[src/rtl/psrs_pkg.sv]
package psrs_pkg;
  // ****************************************************************
  // Sizes
  // ****************************************************************
  localparam int NPORTS = 13;
  localparam int PW = 4;
  localparam int AW = 8;
  localparam int DW = 8;

  // ****************************************************************
  // Register offsets
  // ****************************************************************
  localparam logic [AW-1:0] ADDR_PSR_BASE = 8'h01;
  localparam logic [AW-1:0] ADDR_CHIP_CFG = 8'h0E;
  localparam logic [AW-1:0] ADDR_GLOBAL_SEC = 8'h1D;
  localparam logic [AW-1:0] ADDR_SEC_CFG_BASE = 8'h20;

  // ****************************************************************
  // Field positions
  // ****************************************************************
  localparam int PSR_DIS = 0;
  localparam int PSR_LNKDIS = 1;
  localparam int PSR_PARTITION_RESET_CTL = 2;
  localparam int PSR_SQ = 3;
  localparam int PSR_PARTST = 4;
  localparam int PSR_LINKOK = 5;
  localparam int SCFG_MODE = 0;
  localparam int SCFG_SRC_CHK = 1;
  localparam int SCFG_DST_CHK = 2;
  localparam int SCFG_LEARN = 3;
  localparam int GSEC_LEARN = 0;
  localparam int GSEC_SRC_MISS = 1;
  localparam int CFG_SEC_EN = 0;

  // ****************************************************************
  // Reset values and random source
  // ****************************************************************
  localparam logic [DW-1:0] REG_ZERO = 8'h00;
  localparam int LFSR_W = 15;
  localparam logic [LFSR_W-1:0] LFSR_SEED = 15'h7FFF;
  localparam int LFSR_TAP_A = 14;
  localparam int LFSR_TAP_B = 13;

  // ****************************************************************
  // Packet phase
  // ****************************************************************
  typedef enum logic [1:0] {
    PSRS_IDLE = 2'b00,
    PSRS_HEAD = 2'b01,
    PSRS_DATA = 2'b10
  } psrs_phase_t;
endpackage

[src/rtl/psrs_port_sel.sv]
`timescale 1ns/1ps
`default_nettype none
// ****************************************************************
// One output lane: real or random data choice
// ****************************************************************
module psrs_port_sel
  import psrs_pkg::*;
(
  input wire logic mclk,
  input wire logic rstn,
  input wire logic pkt_active,
  input wire logic data_start,
  input wire logic mode,
  input wire logic src_chk,
  input wire logic dst_chk,
  input wire logic sa_match,
  input wire logic da_match,
  input wire logic blocked,
  input wire logic rx_bit,
  input wire logic rnd_bit,
  output logic tx_en,
  output logic tx_bit
);
  logic choose_random;
  logic use_random;
  logic random_now;

  // Disabled security or passing checks repeat real data
  assign choose_random = mode
    & ((src_chk & ~sa_match) | (dst_chk & ~da_match));
  assign random_now = data_start ? choose_random : use_random;

  // Choice frozen at data field start, kept to packet end
  always_ff @(posedge mclk) begin
    if (!rstn) begin
      use_random <= 1'b0;
    end else if (!pkt_active) begin
      use_random <= 1'b0;
    end else if (data_start) begin
      use_random <= choose_random;
    end
  end

  // Header passes unchanged; data field may be replaced
  always_ff @(posedge mclk) begin
    if (!rstn) begin
      tx_en <= 1'b0;
      tx_bit <= 1'b0;
    end else begin
      tx_en <= pkt_active & ~blocked;
      if (pkt_active && !blocked) begin
        tx_bit <= random_now ? rnd_bit : rx_bit;
      end else begin
        tx_bit <= 1'b0;
      end
    end
  end
endmodule // psrs_port_sel
`default_nettype wire

[src/rtl/psrs_top.sv]
`timescale 1ns/1ps
`default_nettype none
module psrs_top
  import psrs_pkg::*;
(
  input wire logic mclk,
  input wire logic rstn,
  // Register port
  input wire logic [AW-1:0] reg_addr,
  input wire logic [DW-1:0] reg_wdata,
  input wire logic reg_wr,
  input wire logic reg_rd,
  output logic [DW-1:0] reg_rdata,
  // Power-up configuration pins
  input wire logic powerup_config_load,
  input wire logic strap_security,
  input wire logic strap_learn,
  // Packet from the repeater core
  input wire logic pkt_active,
  input wire logic data_start,
  input wire logic rx_bit,
  input wire logic [PW-1:0] rx_port,
  input wire logic sa_match,
  input wire logic da_match,
  // Port status from partition and link logic
  input wire logic [NPORTS-1:0] partitioned,
  input wire logic [NPORTS-1:0] link_ok,
  // Port controls
  output logic [NPORTS-1:0] port_disable,
  output logic [NPORTS-1:0] link_check_disable,
  output logic [NPORTS-1:0] partition_reset_ctl,
  output logic [NPORTS-1:0] reduced_squelch,
  output logic [NPORTS-1:0] port_learn_enable,
  // Transmit lanes and source mismatch flag
  output logic [NPORTS-1:0] tx_en,
  output logic [NPORTS-1:0] tx_bit,
  output logic cascade_en,
  output logic cascade_bit,
  output logic source_mismatch_flag
);
  // ****************************************************************
  // State
  // ****************************************************************
  logic [NPORTS-1:0] port_security_mode;
  logic [NPORTS-1:0] source_addr_check_en;
  logic [NPORTS-1:0] dest_addr_check_en;
  logic global_security_enable;
  logic global_learn_enable;
  logic load_s1, load_s2, load_s3;
  logic sec_s1, sec_s2;
  logic lrn_s1, lrn_s2;
  logic load_rise;
  logic [LFSR_W-1:0] lfsr;
  logic [NPORTS-1:0] src_onehot;
  logic src_disabled;
  logic src_mode, src_check;
  psrs_phase_t phase;
  logic [DW-1:0] next_rdata;

  // ****************************************************************
  // Power-up load synchronisers
  // ****************************************************************

  // Pins are asynchronous; edge detect only behind stage two
  always_ff @(posedge mclk) begin
    if (!rstn) begin
      load_s1 <= 1'b0;
      load_s2 <= 1'b0;
      load_s3 <= 1'b0;
      sec_s1 <= 1'b0;
      sec_s2 <= 1'b0;
      lrn_s1 <= 1'b0;
      lrn_s2 <= 1'b0;
    end else begin
      load_s1 <= powerup_config_load;
      load_s2 <= load_s1;
      load_s3 <= load_s2;
      sec_s1 <= strap_security;
      sec_s2 <= sec_s1;
      lrn_s1 <= strap_learn;
      lrn_s2 <= lrn_s1;
    end
  end

  assign load_rise = load_s2 & ~load_s3;

  // ****************************************************************
  // Global enables
  // ****************************************************************

  // Load strobe beats a same-cycle register write
  always_ff @(posedge mclk) begin
    if (!rstn) begin
      global_security_enable <= 1'b0;
    end else if (load_rise) begin
      global_security_enable <= sec_s2;
    end else if (reg_wr && reg_addr == ADDR_CHIP_CFG) begin
      global_security_enable <= reg_wdata[CFG_SEC_EN];
    end
  end

  always_ff @(posedge mclk) begin
    if (!rstn) begin
      global_learn_enable <= 1'b0;
    end else if (load_rise) begin
      global_learn_enable <= lrn_s2;
    end else if (reg_wr && reg_addr == ADDR_GLOBAL_SEC) begin
      global_learn_enable <= reg_wdata[GSEC_LEARN];
    end
  end

  // ****************************************************************
  // Port status registers
  // ****************************************************************

  // Disable and link check are separate bits with separate outputs
  always_ff @(posedge mclk) begin
    if (!rstn) begin
      port_disable <= '0;
      link_check_disable <= '0;
      reduced_squelch <= '0;
    end else begin
      for (int i = 0; i < NPORTS; i++) begin
        if (reg_wr && reg_addr == AW'(ADDR_PSR_BASE + i)) begin
          port_disable[i] <= reg_wdata[PSR_DIS];
          link_check_disable[i] <= reg_wdata[PSR_LNKDIS];
          reduced_squelch[i] <= reg_wdata[PSR_SQ];
        end
      end
    end
  end

  // Write-one pulse; partition logic resets and reconnects on it
  always_ff @(posedge mclk) begin
    if (!rstn) begin
      partition_reset_ctl <= '0;
    end else begin
      for (int i = 0; i < NPORTS; i++) begin
        partition_reset_ctl[i] <= reg_wr && reg_addr == AW'(ADDR_PSR_BASE + i)
                                  && reg_wdata[PSR_PARTITION_RESET_CTL];
      end
    end
  end

  // ****************************************************************
  // Port security configuration registers
  // ****************************************************************

  // Global enables hold bits set: the set wins over a clearing write
  always_ff @(posedge mclk) begin
    if (!rstn) begin
      port_security_mode <= '0;
      source_addr_check_en <= '0;
      dest_addr_check_en <= '0;
      port_learn_enable <= '0;
    end else begin
      for (int i = 0; i < NPORTS; i++) begin
        if (global_security_enable) begin
          port_security_mode[i] <= 1'b1;
          source_addr_check_en[i] <= 1'b1;
          dest_addr_check_en[i] <= 1'b1;
        end else if (reg_wr && reg_addr == AW'(ADDR_SEC_CFG_BASE + i)) begin
          port_security_mode[i] <= reg_wdata[SCFG_MODE];
          source_addr_check_en[i] <= reg_wdata[SCFG_SRC_CHK];
          dest_addr_check_en[i] <= reg_wdata[SCFG_DST_CHK];
        end
        if (global_security_enable || global_learn_enable) begin
          port_learn_enable[i] <= 1'b1;
        end else if (reg_wr && reg_addr == AW'(ADDR_SEC_CFG_BASE + i)) begin
          port_learn_enable[i] <= reg_wdata[SCFG_LEARN];
        end
      end
    end
  end

  // ****************************************************************
  // Read port
  // ****************************************************************

  // Unmapped and reserved bits read as zero
  always_comb begin
    next_rdata = REG_ZERO;
    if (reg_addr == ADDR_CHIP_CFG) begin
      next_rdata[CFG_SEC_EN] = global_security_enable;
    end
    if (reg_addr == ADDR_GLOBAL_SEC) begin
      next_rdata[GSEC_LEARN] = global_learn_enable;
      next_rdata[GSEC_SRC_MISS] = source_mismatch_flag;
    end
    for (int i = 0; i < NPORTS; i++) begin
      if (reg_addr == AW'(ADDR_PSR_BASE + i)) begin
        next_rdata[PSR_DIS] = port_disable[i];
        next_rdata[PSR_LNKDIS] = link_check_disable[i];
        next_rdata[PSR_SQ] = reduced_squelch[i];
        next_rdata[PSR_PARTST] = partitioned[i];
        next_rdata[PSR_LINKOK] = link_ok[i];
      end
      if (reg_addr == AW'(ADDR_SEC_CFG_BASE + i)) begin
        next_rdata[SCFG_MODE] = port_security_mode[i];
        next_rdata[SCFG_SRC_CHK] = source_addr_check_en[i];
        next_rdata[SCFG_DST_CHK] = dest_addr_check_en[i];
        next_rdata[SCFG_LEARN] = port_learn_enable[i];
      end
    end
  end

  // Data only in the cycle after the read strobe
  always_ff @(posedge mclk) begin
    if (!rstn) begin
      reg_rdata <= REG_ZERO;
    end else if (reg_rd) begin
      reg_rdata <= next_rdata;
    end else begin
      reg_rdata <= REG_ZERO;
    end
  end

  // ****************************************************************
  // Pseudo-random source
  // ****************************************************************

  // Free running so random fields differ packet to packet
  always_ff @(posedge mclk) begin
    if (!rstn) begin
      lfsr <= LFSR_SEED;
    end else begin
      lfsr <= {lfsr[LFSR_W-2:0], lfsr[LFSR_TAP_A] ^ lfsr[LFSR_TAP_B]};
    end
  end

  // ****************************************************************
  // Packet phase and source mismatch flag
  // ****************************************************************

  always_ff @(posedge mclk) begin
    if (!rstn) begin
      phase <= PSRS_IDLE;
    end else begin
      unique case (phase)
        PSRS_IDLE: begin
          if (pkt_active) begin
            phase <= data_start ? PSRS_DATA : PSRS_HEAD;
          end
        end
        PSRS_HEAD: begin
          if (!pkt_active) begin
            phase <= PSRS_IDLE;
          end else if (data_start) begin
            phase <= PSRS_DATA;
          end
        end
        PSRS_DATA: begin
          if (!pkt_active) begin
            phase <= PSRS_IDLE;
          end
        end
        default: phase <= PSRS_IDLE;
      endcase
    end
  end

  // Updated once per accepted packet, as the data field opens
  always_ff @(posedge mclk) begin
    if (!rstn) begin
      source_mismatch_flag <= 1'b0;
    end else if (pkt_active && data_start && phase != PSRS_DATA && !src_disabled) begin
      source_mismatch_flag <= ~sa_match;
    end
  end

  // ****************************************************************
  // Source port lookup
  // ****************************************************************

  // A disabled source is not repeated anywhere
  always_comb begin
    src_onehot = '0;
    for (int i = 0; i < NPORTS; i++) begin
      src_onehot[i] = (rx_port == PW'(i));
    end
  end

  assign src_disabled = |(src_onehot & port_disable);
  assign src_mode = |(src_onehot & port_security_mode);
  assign src_check = |(src_onehot & source_addr_check_en);

  // ****************************************************************
  // Output lanes
  // ****************************************************************

  // Own settings decide own ports; peers decide theirs
  for (genvar g = 0; g < NPORTS; g++) begin : g_lane
    psrs_port_sel u_sel (
      .mclk(mclk),
      .rstn(rstn),
      .pkt_active(pkt_active),
      .data_start(data_start),
      .mode(port_security_mode[g]),
      .src_chk(source_addr_check_en[g]),
      .dst_chk(dest_addr_check_en[g]),
      .sa_match(sa_match),
      .da_match(da_match),
      .blocked(port_disable[g] | src_disabled | src_onehot[g]),
      .rx_bit(rx_bit),
      .rnd_bit(lfsr[0]),
      .tx_en(tx_en[g]),
      .tx_bit(tx_bit[g])
    );
  end

  // Bus ignores destination: peers check it themselves
  psrs_port_sel u_cascade (
    .mclk(mclk),
    .rstn(rstn),
    .pkt_active(pkt_active),
    .data_start(data_start),
    .mode(src_mode),
    .src_chk(src_check),
    .dst_chk(1'b0),
    .sa_match(sa_match),
    .da_match(da_match),
    .blocked(src_disabled),
    .rx_bit(rx_bit),
    .rnd_bit(lfsr[0]),
    .tx_en(cascade_en),
    .tx_bit(cascade_bit)
  );
endmodule // psrs_top
`default_nettype wire

[config.mk]
export PLATFORM = sky130hd
export DESIGN_NAME = psrs_top
export DESIGN_NICKNAME = d
export VERILOG_FILES = /design/src/rtl/psrs_pkg.sv /design/src/rtl/psrs_port_sel.sv /design/src/rtl/psrs_top.sv
export SDC_FILE = /design/constraint.sdc
export NUM_CORES = 1
export LEC_CHECK = 0
export BUFFER_PORTS_ARGS = -buffer_cell sky130_fd_sc_hd__buf_2
export CAP_MARGIN = 20
export CORE_MARGIN = 1.5
export CORE_UTILIZATION = 51
export DETAILED_ROUTE_END_ITERATION = 8
export GPL_ROUTABILITY_DRIVEN = 0
export PLACE_DENSITY = 0.77
export SYNTH_ARGS = -nofsm -noshare
export SYNTH_HDL_FRONTEND = slang
export SYNTH_HIERARCHICAL = 1
export SYNTH_SLANG_ARGS = --single-unit
[constraint.sdc]
create_clock -name mclk -period 2.14 [get_ports mclk]
set_input_delay 0.214 -clock mclk [delete_from_list [all_inputs] [get_ports mclk]]
set_output_delay 0.214 -clock mclk [all_outputs]
set_load 0.01 [all_outputs]
---- After elaboration in Yosys (flattened, before gate mapping) ----
Index checks and enable logic that the tools add are counted.
storage, ports and cells
  register bits ........................... 181
  bits of input ports ..................... 58
  output and inout bits ................... 102
  logic and storage cells ................. 616
operators by class
  equal/unequal tests ..................... 46
  multiplexer cells ....................... 183
  bitwise logic cells ..................... 116
  reductions and logical operators ........ 123
operators with widths
  operator              number
  $mux W1               137
  $eq A8 B6 Y1 const B  13
  $logic_and A1 B1 Y1   58
  $and A1 B1 Y1         56
  $eq A8 B4 Y1 const B  7
  $reduce_bool A2 Y1    28
  $mux W4               13
  $and A13 B13 Y13      3
  $mux W3               13
  $or A1 B1 Y1          39
  $reduce_or A13 Y1     3
  $mux W2               19
  $eq A8 B3 Y1 const B  4
  $reduce_and A2 Y1     16
  $eq A4 B4 Y1 const B  5
  $not A1 Y1            17
  $eq A4 B3 Y1 const B  4
  $eq A8 B2 Y1 const B  2
  $logic_not A1 Y1      14
  $eq A4 B2 Y1 const B  2
  $eq A8 B1 Y1 const B  1
  $eq A8 B5 Y1 const B  1
  $ne A2 B2 Y1 const B  3
  $pmux W2 S3           1
  other kinds (9)       9

---- Logic depth before layout (Yosys ltp) ----
Gate-level depths: netlist of the first run.
  word-level depth ........................ 29
  gate-level depth with buffers ........... 11

---- Cells and area by module ----
Netlist of the first run, hierarchy kept.
by module, submodules not included
  module         times used  cells an instance  area each (um^2)  seq. area each (um^2)
  psrs_top       1           814                7,295.7           2,742.6
  psrs_port_sel  14          14                 115.1             60.1

---- Worst setup path before layout of the first run ----
No wires, ideal clock.
  path type ............................... register to register
  start ................................... register port_disable[9]
  end ..................................... register g_lane[3].u_sel.tx_bit
  library setup time ...................... 72 ps
  arrival ................................. 2,135 ps
  path slack .............................. -66 ps
  cell stages (with the launch flop) ...... 9
  clock period less this slack ............ 2,206 ps
  cells stage by stage .................... dfxtp_1 mux4_2 a221oi_1 o221ai_1 buf_2 a211o_1 nor2_1 nand2_1 mux2i_1
between the ends
  word-level cells in the longest chain between the ends .. 7
ends and longest elaborated chain
  item                                RTL line             text
  from (decl)                         psrs_top.sv:29       output logic [NPORTS-1:0] port_disable,
  from (signal, indexed assignment)   psrs_top.sv:125      port_disable[i] <= reg_wdata[PSR_DIS];
  $and A13 B13 Y13                    psrs_top.sv:283      assign src_disabled = |(src_onehot & port_disable);
  $reduce_or A13 Y1                   psrs_top.sv:283
  net src_disabled                    psrs_top.sv:55       logic src_disabled;
  $or A1 B1 Y1 (2 in a row)           psrs_top.sv:303      .blocked(port_disable[g] | src_disabled | src_onehot[g]),
  $logic_not A1 Y1                    psrs_port_sel.sv:51  if (pkt_active && !blocked) begin
  $logic_and A1 B1 Y1                 psrs_port_sel.sv:51
  $reduce_and A2 Y1 (no source line)  n/a
  to (signal assigned)                psrs_port_sel.sv:52  tx_bit <= random_now ? rnd_bit : rx_bit;
  to (decl)                           psrs_port_sel.sv:22  output logic tx_bit
The timed path passes the listed nets, and every way through them passes these cells.
A chain may end at the register's enable or synchronous reset.

---- Final worst setup path of the first run ----
  start ................................... register port_disable[9]
  end ..................................... register g_lane[4].u_sel.tx_bit
between the ends
  word-level cells in the longest chain between the ends .. 7
ends and longest elaborated chain
  item                                RTL line
  $and A13 B13 Y13                    psrs_top.sv:283
  $reduce_or A13 Y1                   psrs_top.sv:283
  $or A1 B1 Y1 (2 in a row)           psrs_top.sv:303
  $logic_not A1 Y1                    psrs_port_sel.sv:51
  $logic_and A1 B1 Y1                 psrs_port_sel.sv:51
  $reduce_and A2 Y1 (no source line)  n/a
  to (signal assigned)                psrs_port_sel.sv:52
  to (decl)                           psrs_port_sel.sv:22
No other way between the ends.

==> run_results.csv, run 1 <==
group,metric,value,unit
run_status,status,"finished with violations",
run_status,violations,"setup timing",
floorplanning,top_level_ports,160,
worst_setup_path,crit_path_end_kind,"flip-flop",
worst_setup_path,cp_data_arrival_time,2.56,ns
power_and_ir_drop,power_report.internal_total,5.52,mW
power_and_ir_drop,seq_power_share,46.6,%
power_and_ir_drop,netSwitchingFraction,27.5,%
min_path,min_delay_worst_endpoint,"reg_rdata[4]$_SDFF_PN0_",
global_routing,overflow,0,
global_routing,number_of_antenna_violations_at_the_first_check_in_global_routing,1,
logic_synthesis,synth_warnings,6,
flow_run,drv_cap,0,
timing,fmax,456,MHz
worst_setup_path,regToRegSetupSlack,-0.05,ns
timing,final_hold_viol_count,0,
logic_synthesis,ys_top_cells_by_count,"sky130_fd_sc_hd__dfxtp_1, sky130_fd_sc_hd__nand2_1, sky130_fd_sc_hd__nor2_1, sky130_fd_sc_hd__mux2i_1, sky130_fd_sc_hd__nand3_1",
worst_setup_path,crit_path_top_delay_cell,"sky130_fd_sc_hd__mux4_2",
timing,timing.final.setup_violations,7,
clock_tree,cts_root_buffer,"sky130_fd_sc_hd__clkbuf_16",
floorplanning,die_area,18300,sq um
drt,drt-met1-wl,11900,um
clock_tree,clkSinkCount,179,
drt,initial_drt_markers,1469,
timing,worst-slew-pin-transition,0.770,ns
drt,routedWlPerCell,21.6,um
floorplanning,die_w,135,um
drt,vias_cell,6.24,
min_path,timing.hold.worst_path_depth,3,
timing,min_period,2.19,ns
timing,rsz0062_at_grt,"true",
drt,routed-wl-met3,4010,um
timing,setup_ws,-0.0515,ns
power_and_ir_drop,peakVddDrop,0.000596,V
global_routing,grt_use_total,34.9,%
drt,vias,9166,
drt,route.met2.wl,13700,um
floorplanning,initial_core_util,51.9,%
power_and_ir_drop,power.density,676,nW/um^2
logic_synthesis,post_synth_design_cell_area,8910,sq um
logic_synthesis,ys_async_sr_fraction,0,%
timing,final.setup_skew,0.0107,ns
layout,post-route-util,65.6,%
global_routing,grt_max_degree,134,
clock_tree,tritoncts,"yes",
logic_synthesis,count_of_distinct_cell_types_in_the_synthesized_netlist,75,
layout,antenna-diode-count,0,
worst_setup_path,timing_worst_setup_path_type,"reg -> reg",
drt,antenna_left,0,
placed_design,place_ws,-0.129,ns
logic_synthesis,edff_count_synth,0,
power_and_ir_drop,post-layout-total-power,7.61,mW
drt,remaining_drc_errors,0,
worst_setup_path,worst_path_largest_cell_delay,0.48,ns
logic_synthesis,synth_seq_cells,179,
worst_setup_path,worst-path-max-fanout,16,
logic_synthesis,most_repeated_cell_in_the_gate_level_netlist_after_synthesis,"sky130_fd_sc_hd__dfxtp_1",
drt,routed_wirelength,31800,um
floorplanning,design.core.area,17200,sq um
placed_design,dp.final_hpwl,22900,um
min_path,hold_path.class,"in -> reg",
worst_setup_path,rr_endpoint,"g_lane[4].u_sel/tx_bit$_SDFF_PN0_",
power_and_ir_drop,part_of_the_power_in_the_clock_network,41.5,%
timing,slew_viol_final,0,
global_routing,first_global_vias,8283,
logic_synthesis,synth.area.top_cells,"sky130_fd_sc_hd__dfxtp_1, sky130_fd_sc_hd__mux2i_1, sky130_fd_sc_hd__nand2_1",
floorplanning,die_h,135,um
timing,timing.final.crit_share,102,%
logic_synthesis,synth.largest_area_cell,"sky130_fd_sc_hd__dfxtp_1",
layout,finalNonFillerCells,1469,
min_path,timing.hold.worst.start,"partitioned[6]",
layout,proportion_of_layout_cells_with_a_drive_suffix_above_1,30.3,%
logic_synthesis,syn_inst,1010,
logic_synthesis,syn_avg_cell_area,8.82,sq um
clock_tree,clock_path_buffers,2,
power_and_ir_drop,static_leakage,4.94,nW
floorplanning,rows,48,
layout,nets,1289,
drt,first_pass_iters,7,
drt,highest-signal-layer,"met5",
worst_setup_path,worstRegToRegCells,8,
worst_setup_path,cp_cell_sequence,"mux4_2, a221oi_2, o221ai_2, buf_12, a211o_1, nor2_2, nand2_1, mux2i_1",
timing,relSlewSlack,48.2,%
logic_synthesis,yosys_most_used_dff,"sky130_fd_sc_hd__dfxtp_1",
clock_tree,clk_latency,0.45,ns
power_and_ir_drop,comb_power_share,11.9,%
clock_tree,h_tree_level_count,4,
layout,area_delta_synth_final,26.5,%
timing,fin_setup_tns,-0.159,ns
worst_setup_path,critical_path.reg2reg.startpoint,"port_disable[9]$_SDFFE_PN0P_",
placed_design,placed_cells,1433,
power_and_ir_drop,net-switching-power,2.09,mW
global_routing,global_route_wire_length_before_repair,47700,um
clock_tree,cts_made_buffers,17,
logic_synthesis,yosys.area.top_type_share,40.2,%
worst_setup_path,critical_path.startpoint_type,"flip-flop",
placed_design,numPortBuffers,153,
logic_synthesis,synth_sequential_area_ratio,40.2,%
clock_tree,clk_pin_slew_worst_paths,0.07,ns
worst_setup_path,cp.required,2.51,ns
worst max-delay path by stage:
stage                                 start                                 to  slack, ns  cells after the start
6_report       port_disable[9]$_SDFFE_PN0P_  g_lane[4].u_sel/tx_bit$_SDFF_PN0_      -0.05                      8
5_1_grt        port_disable[8]$_SDFFE_PN0P_  g_lane[5].u_sel/tx_bit$_SDFF_PN0_      -0.13                      8
4_1_cts        port_disable[8]$_SDFFE_PN0P_  g_lane[4].u_sel/tx_bit$_SDFF_PN0_     0.0004                      8
3_5_place_dp                     rx_port[0]  g_lane[5].u_sel/tx_bit$_SDFF_PN0_      -0.13                      9
3_3_place_gp                     rx_port[0]  g_lane[5].u_sel/tx_bit$_SDFF_PN0_      -0.08                      9
2_1_floorplan  port_disable[9]$_SDFFE_PN0P_  g_lane[3].u_sel/tx_bit$_SDFF_PN0_       0.01                      8
area by class of cell:
cell class                 instances  area (sq um)
timing repair buffer             271          1720
clock buffer                      19           453
multi-input combinational        726          4950
inverter                          36           135
sequential                       179          3580
tap                              225           282
fill                            1421          5910
clock inverter                    13           145
stage by stage:
step	hold slack, ns	instance area [sq um]
after global placement	0.390	10600
after detailed placement	0.392	10600
after global routing	0.122	11300
final	0.103	11300
after CTS	0.0957	11200
after floorplan	0.291	8930
layout by cell type (no fill, tap or decap), types with 5 or more instances in the layout:
cell type                     n
sky130_fd_sc_hd__nand4_1     12
sky130_fd_sc_hd__mux2_2      35
sky130_fd_sc_hd__a22oi_1      9
sky130_fd_sc_hd__dfxtp_1    178
sky130_fd_sc_hd__a21oi_1     17
sky130_fd_sc_hd__nand2_1    107
sky130_fd_sc_hd__mux4_2       5
sky130_fd_sc_hd__and2_1       9
sky130_fd_sc_hd__nor2_1      55
sky130_fd_sc_hd__or3_1        5
sky130_fd_sc_hd__nand2b_1    22
sky130_fd_sc_hd__a21boi_0    34
sky130_fd_sc_hd__inv_1       36
sky130_fd_sc_hd__nor2b_1     43
sky130_fd_sc_hd__mux2i_1     57
sky130_fd_sc_hd__clkbuf_16   17
sky130_fd_sc_hd__a22o_1       5
sky130_fd_sc_hd__nand3_1     55
sky130_fd_sc_hd__buf_12       5
sky130_fd_sc_hd__a211o_1     11
sky130_fd_sc_hd__buf_4      111
sky130_fd_sc_hd__buf_2      152
sky130_fd_sc_hd__nor2_2      12
sky130_fd_sc_hd__a32oi_1      5
sky130_fd_sc_hd__mux2_1       6
sky130_fd_sc_hd__and3_1       6
sky130_fd_sc_hd__a31oi_1     16
sky130_fd_sc_hd__o21ai_0     26
sky130_fd_sc_hd__o22ai_1     28
sky130_fd_sc_hd__nor3_1      14
sky130_fd_sc_hd__o21a_1      41
timing repair:
action | 4_1_cts | 5_1_grt
hold buffers | 3 | 0
hold endpoints to repair | 3 | 0
gates resized for setup | 9 | 6
setup buffers | 0 | 1
endpoints found under the setup margin | 13 | 14
pin swaps | 8 | 13
cell families after synthesis:
kind of cell	synth area share (%)
AND/OR/NAND/NOR	21.8
AO/OA/AOI/OAI	20.1
flip-flops	40.2
buffers and inverters	4.89
multiplexers	12.9
XOR/XNOR	0.0983
other	0.0421
flip-flops by register name, indices dropped and copies added, names as in the netlist, 2 cells and up:
name	count
lfsr	15
dest_addr_check_en	13
g_lane.u_sel/tx_bit	13
g_lane.u_sel/tx_en	13
g_lane.u_sel/use_random	13
link_check_disable	13
partition_reset_ctl	13
port_disable	13
port_learn_enable	13
port_security_mode	13
reduced_squelch	13
source_addr_check_en	13
reg_rdata	6
phase	2
per-layer routing:
metal	up-vias	track usage [%]
met5	-	0
met4	2	20.7
met3	166	11.9
met2	656	51.0
met1	4257	44.4
li1	4085	-
power groups by stage:
stage	sequential, mW	combinational [mW]	clock (mW)
floorplan	3.59	0.475	0
global placement	3.61	0.842	0
detailed placement	3.62	0.856	0
CTS	3.54	0.874	3.17
global route	3.55	0.964	3.31
finish	3.55	0.908	3.16
worst max-delay path, delay by kind of cell, from the launching register on:
kind / cells / cell delay, ns
AOI/OAI and AO/OA: 3 / 0.72
buffers and inverters: 1 / 0.17
DFF: 1 / 0.32
muxes: 2 / 0.66
and+or+nand+nor: 2 / 0.25
Power figures use the tool's default switching activity.
==> inputs of run 2 (changes only) <==
--- a/config.mk
+++ b/config.mk
@@ -5,13 +5,16 @@
 export SDC_FILE = /design/constraint.sdc
 export NUM_CORES = 1
 export LEC_CHECK = 0
+export ABC_AREA = 1
 export BUFFER_PORTS_ARGS = -buffer_cell sky130_fd_sc_hd__buf_2
 export CAP_MARGIN = 20
+export CELL_PAD_IN_SITES_DETAIL_PLACEMENT = 0
+export CELL_PAD_IN_SITES_GLOBAL_PLACEMENT = 1
 export CORE_MARGIN = 1.5
-export CORE_UTILIZATION = 51
+export CORE_UTILIZATION = 36
 export DETAILED_ROUTE_END_ITERATION = 8
 export GPL_ROUTABILITY_DRIVEN = 0
-export PLACE_DENSITY = 0.77
+export PLACE_DENSITY_LB_ADDON = 0.1
 export SYNTH_ARGS = -nofsm -noshare
 export SYNTH_HDL_FRONTEND = slang
 export SYNTH_HIERARCHICAL = 1
==> run_results.csv, run 2 <==
group,metric,value,unit
run_status,status,"completed",
flow_run,drv_cap,0,
drt,remaining_drc_errors,0,
drt,antenna_left,0,
drt,vias_cell,4.73,
drt,first_pass_iters,4,
timing,timing.final.crit_share,90.5,%
power_and_ir_drop,power_report.internal_total,5.17,mW
min_path,hold_path.class,"in -> reg",
timing,fmax,517,MHz
clock_tree,h_tree_level_count,4,
logic_synthesis,syn_inst,1227,
logic_synthesis,count_of_distinct_cell_types_in_the_synthesized_netlist,38,
worst_setup_path,crit_path_end_kind,"flip-flop",
logic_synthesis,synth_sequential_area_ratio,42.2,%
logic_synthesis,syn_avg_cell_area,6.92,sq um
logic_synthesis,ys_async_sr_fraction,0,%
min_path,min_delay_worst_endpoint,"reg_rdata[4]$_SDFF_PN0_",
min_path,timing.hold.worst.start,"partitioned[12]",
logic_synthesis,post_synth_design_cell_area,8500,sq um
global_routing,global_route_wire_length_before_repair,44900,um
logic_synthesis,edff_count_synth,0,
layout,final-seq-area,3580,sq um
power_and_ir_drop,power.density,673,nW/um^2
power_and_ir_drop,net-switching-power,2.03,mW
timing,min_period,1.94,ns
power_and_ir_drop,static_leakage,5.10,nW
clock_tree,clk_latency,0.44,ns
min_path,timing.hold.worst_path_depth,3,
power_and_ir_drop,netSwitchingFraction,28.2,%
global_routing,overflow,0,
clock_tree,tritoncts,"yes",
timing,slew_viol_final,0,
clock_tree,clk_pin_slew_worst_paths,0.08,ns
layout,design_area,10700,sq um
layout,highest_count_cells_in_the_layout_ignoring_fill_and_taps,"sky130_fd_sc_hd__nand2_1, sky130_fd_sc_hd__inv_1, sky130_fd_sc_hd__dfxtp_1",
global_routing,grt_use_total,24.3,%
worst_setup_path,worstRegToRegCells,16,
worst_setup_path,worst-path-max-fanout,7,
worst_setup_path,setup.worst_path.start,"global_security_enable$_SDFFE_PN0P_",
layout,proportion_of_layout_cells_with_a_drive_suffix_above_1,25.3,%
layout,nets,1497,
drt,initial_drt_markers,456,
clock_tree,clock_path_buffers,2,
power_and_ir_drop,comb_power_share,7.8,%
layout,fillCellCount,2459,
timing,fin_setup_tns,0,ns
floorplanning,top_level_ports,160,
timing,final_hold_viol_count,0,
logic_synthesis,ys_top_cells_by_count,"sky130_fd_sc_hd__nand2_1, sky130_fd_sc_hd__inv_1, sky130_fd_sc_hd__dfxtp_1, sky130_fd_sc_hd__a21oi_1, sky130_fd_sc_hd__nor2_1",
logic_synthesis,synth.area.top_cells,"sky130_fd_sc_hd__dfxtp_1, sky130_fd_sc_hd__nand2_1, sky130_fd_sc_hd__inv_1",
timing,rsz0062_at_grt,"false",
power_and_ir_drop,seq_power_share,47.6,%
layout,finalNonFillerCells,1771,
floorplanning,design.core.area,23300,sq um
timing,setup_ws,0.204,ns
global_routing,grt_max_degree,95,
floorplanning,initial_core_util,36.4,%
worst_setup_path,regToRegSetupSlack,0.20,ns
clock_tree,cts_made_buffers,17,
logic_synthesis,synth_warnings,6,
worst_setup_path,cp_data_arrival_time,2.26,ns
worst_setup_path,rr_endpoint,"reg_rdata[0]$_SDFF_PN0_",
floorplanning,die_w,157,um
drt,routedWlPerCell,16.5,um
power_and_ir_drop,post-layout-total-power,7.20,mW
floorplanning,rows,56,
worst_setup_path,critical_path.reg2reg.startpoint,"global_security_enable$_SDFFE_PN0P_",
layout,antenna-diode-count,0,
placed_design,place_ws,0.0117,ns
placed_design,numPortBuffers,153,
drt,routed_wirelength,29200,um
layout,multi_input_comb_area,3980,sq um
logic_synthesis,synth_seq_cells,179,
placed_design,placed_cells,1736,
layout,largest-register,"lfsr",
clock_tree,postCtsSetupRepairBufs,0,
logic_synthesis,synth.largest_area_cell,"sky130_fd_sc_hd__dfxtp_1",
clock_tree,clkSinkCount,179,
timing,final.setup_skew,0.0120,ns
layout,max_reg_flops,15,
global_routing,first_global_vias,7832,
placed_design,dp.final_hpwl,22600,um
power_and_ir_drop,peakVddDrop,0.000380,V
worst_setup_path,timing_worst_setup_path_type,"reg -> reg",
global_routing,number_of_antenna_violations_at_the_first_check_in_global_routing,0,
timing,timing.final.setup_violations,0,
power_and_ir_drop,part_of_the_power_in_the_clock_network,44.6,%
floorplanning,die_h,157,um
layout,area_delta_synth_final,25.8,%
drt,vias,8372,
worst_setup_path,cp.required,2.46,ns
worst_setup_path,critical_path.startpoint_type,"flip-flop",
timing,worst-slew-pin-transition,0.931,ns
logic_synthesis,yosys_most_used_dff,"sky130_fd_sc_hd__dfxtp_1",
placed_design,placedInstanceArea,10000,sq um
timing,relSlewSlack,37.9,%
floorplanning,die_area,24500,sq um
clock_tree,cts_root_buffer,"sky130_fd_sc_hd__clkbuf_16",
logic_synthesis,yosys.area.top_type_share,42.2,%
logic_synthesis,most_repeated_cell_in_the_gate_level_netlist_after_synthesis,"sky130_fd_sc_hd__nand2_1",
layout,most_common_cell_after_layout_fill_and_taps_aside,"sky130_fd_sc_hd__nand2_1",
==> run 2: cell type report <==
type / instances / share of cell area, %
Clock buffer: 17 / 3.98
Multi-Input combinational cell: 801 / 37.2
Tap cell: 319 / 3.73
Sequential cell: 179 / 33.5
Clock inverter: 15 / 1.77
Timing Repair Buffer: 220 / 12.1
Inverter: 220 / 7.72
==> run 2: worst max-delay path by stage <==
stage	slack, ns	to	cells after the start
finish	0.20	reg_rdata[0]$_SDFF_PN0_	16
CTS	0.07	source_addr_check_en[8]$_SDFFE_PN0P_	4
floorplan	0.44	g_lane[10].u_sel/tx_bit$_SDFF_PN0_	14
global route	0.002	reg_rdata[0]$_SDFF_PN0_	16
detailed placement	0.01	reg_rdata[0]$_SDFF_PN0_	19
global placement	0.02	reg_rdata[0]$_SDFF_PN0_	19
==> run 2: what timing repair did <==
| action | in CTS | in global routing |
|---|---|---|
| hold buffers | 3 | 0 |
| hold endpoints to repair | 3 | 0 |
| endpoints found under the setup margin | 0 | 3 |
| gates resized for setup | 0 | 1 |
==> run 2: logic make-up (layout without fill, tap and decap cells) <==
group | Yosys count | in the layout | synth area share, %
compound gates | 263 | 263 | 16.8
buf+inv | 249 | 472 | 11.1
flops | 179 | 179 | 42.2
other cells | 1 | 3 | 0.0441
simple gates | 535 | 535 | 29.8
==> run 2: per-stage QoR <==
stage | util, % | hold WS, ns
after global routing | 45.8 | 0.0433
after detailed placement | 43.0 | 0.398
after CTS | 45.8 | 0.00748
final | 45.8 | 0.0177
after floorplan | - | 0.291
after global placement | 43.0 | 0.394
==> run 2: power groups by stage <==
stage          clock (mW)  combinational, mW  sequential (mW)
2_1_floorplan           0              0.280             3.51
3_3_place_gp            0              0.553             3.51
3_5_place_dp            0              0.556             3.51
4_1_cts              3.28              0.562             3.43
5_1_grt              3.40              0.619             3.43
6_report             3.21              0.559             3.43
==> run 2: routing by layer <==
metal  routed length, um  vias up  track usage, %
met3                1570       31            3.71
met1               14200     3767            34.2
li1                    -     4333               -
met2               12800      241            38.0
met4                 616        0            8.12
met5                   0        -               0
==> run 2: critical path, cell delays in order, from the launching register on <==
cell and delay, ns:
sky130_fd_sc_hd__dfxtp_1 0.46, sky130_fd_sc_hd__nand3_1 0.15, sky130_fd_sc_hd__nand2_1 0.06, sky130_fd_sc_hd__nor2_1 0.13, sky130_fd_sc_hd__nand4_1 0.10, sky130_fd_sc_hd__nand2_1 0.11
sky130_fd_sc_hd__nand4_1 0.08, sky130_fd_sc_hd__nand2_1 0.07, sky130_fd_sc_hd__nand4_1 0.08, sky130_fd_sc_hd__nand2_1 0.07, sky130_fd_sc_hd__nand4_1 0.08, sky130_fd_sc_hd__nand2_1 0.07
sky130_fd_sc_hd__nand4_1 0.09, sky130_fd_sc_hd__nand2_1 0.08, sky130_fd_sc_hd__nand4_1 0.07, sky130_fd_sc_hd__nand2_1 0.06, sky130_fd_sc_hd__a21oi_1 0.05
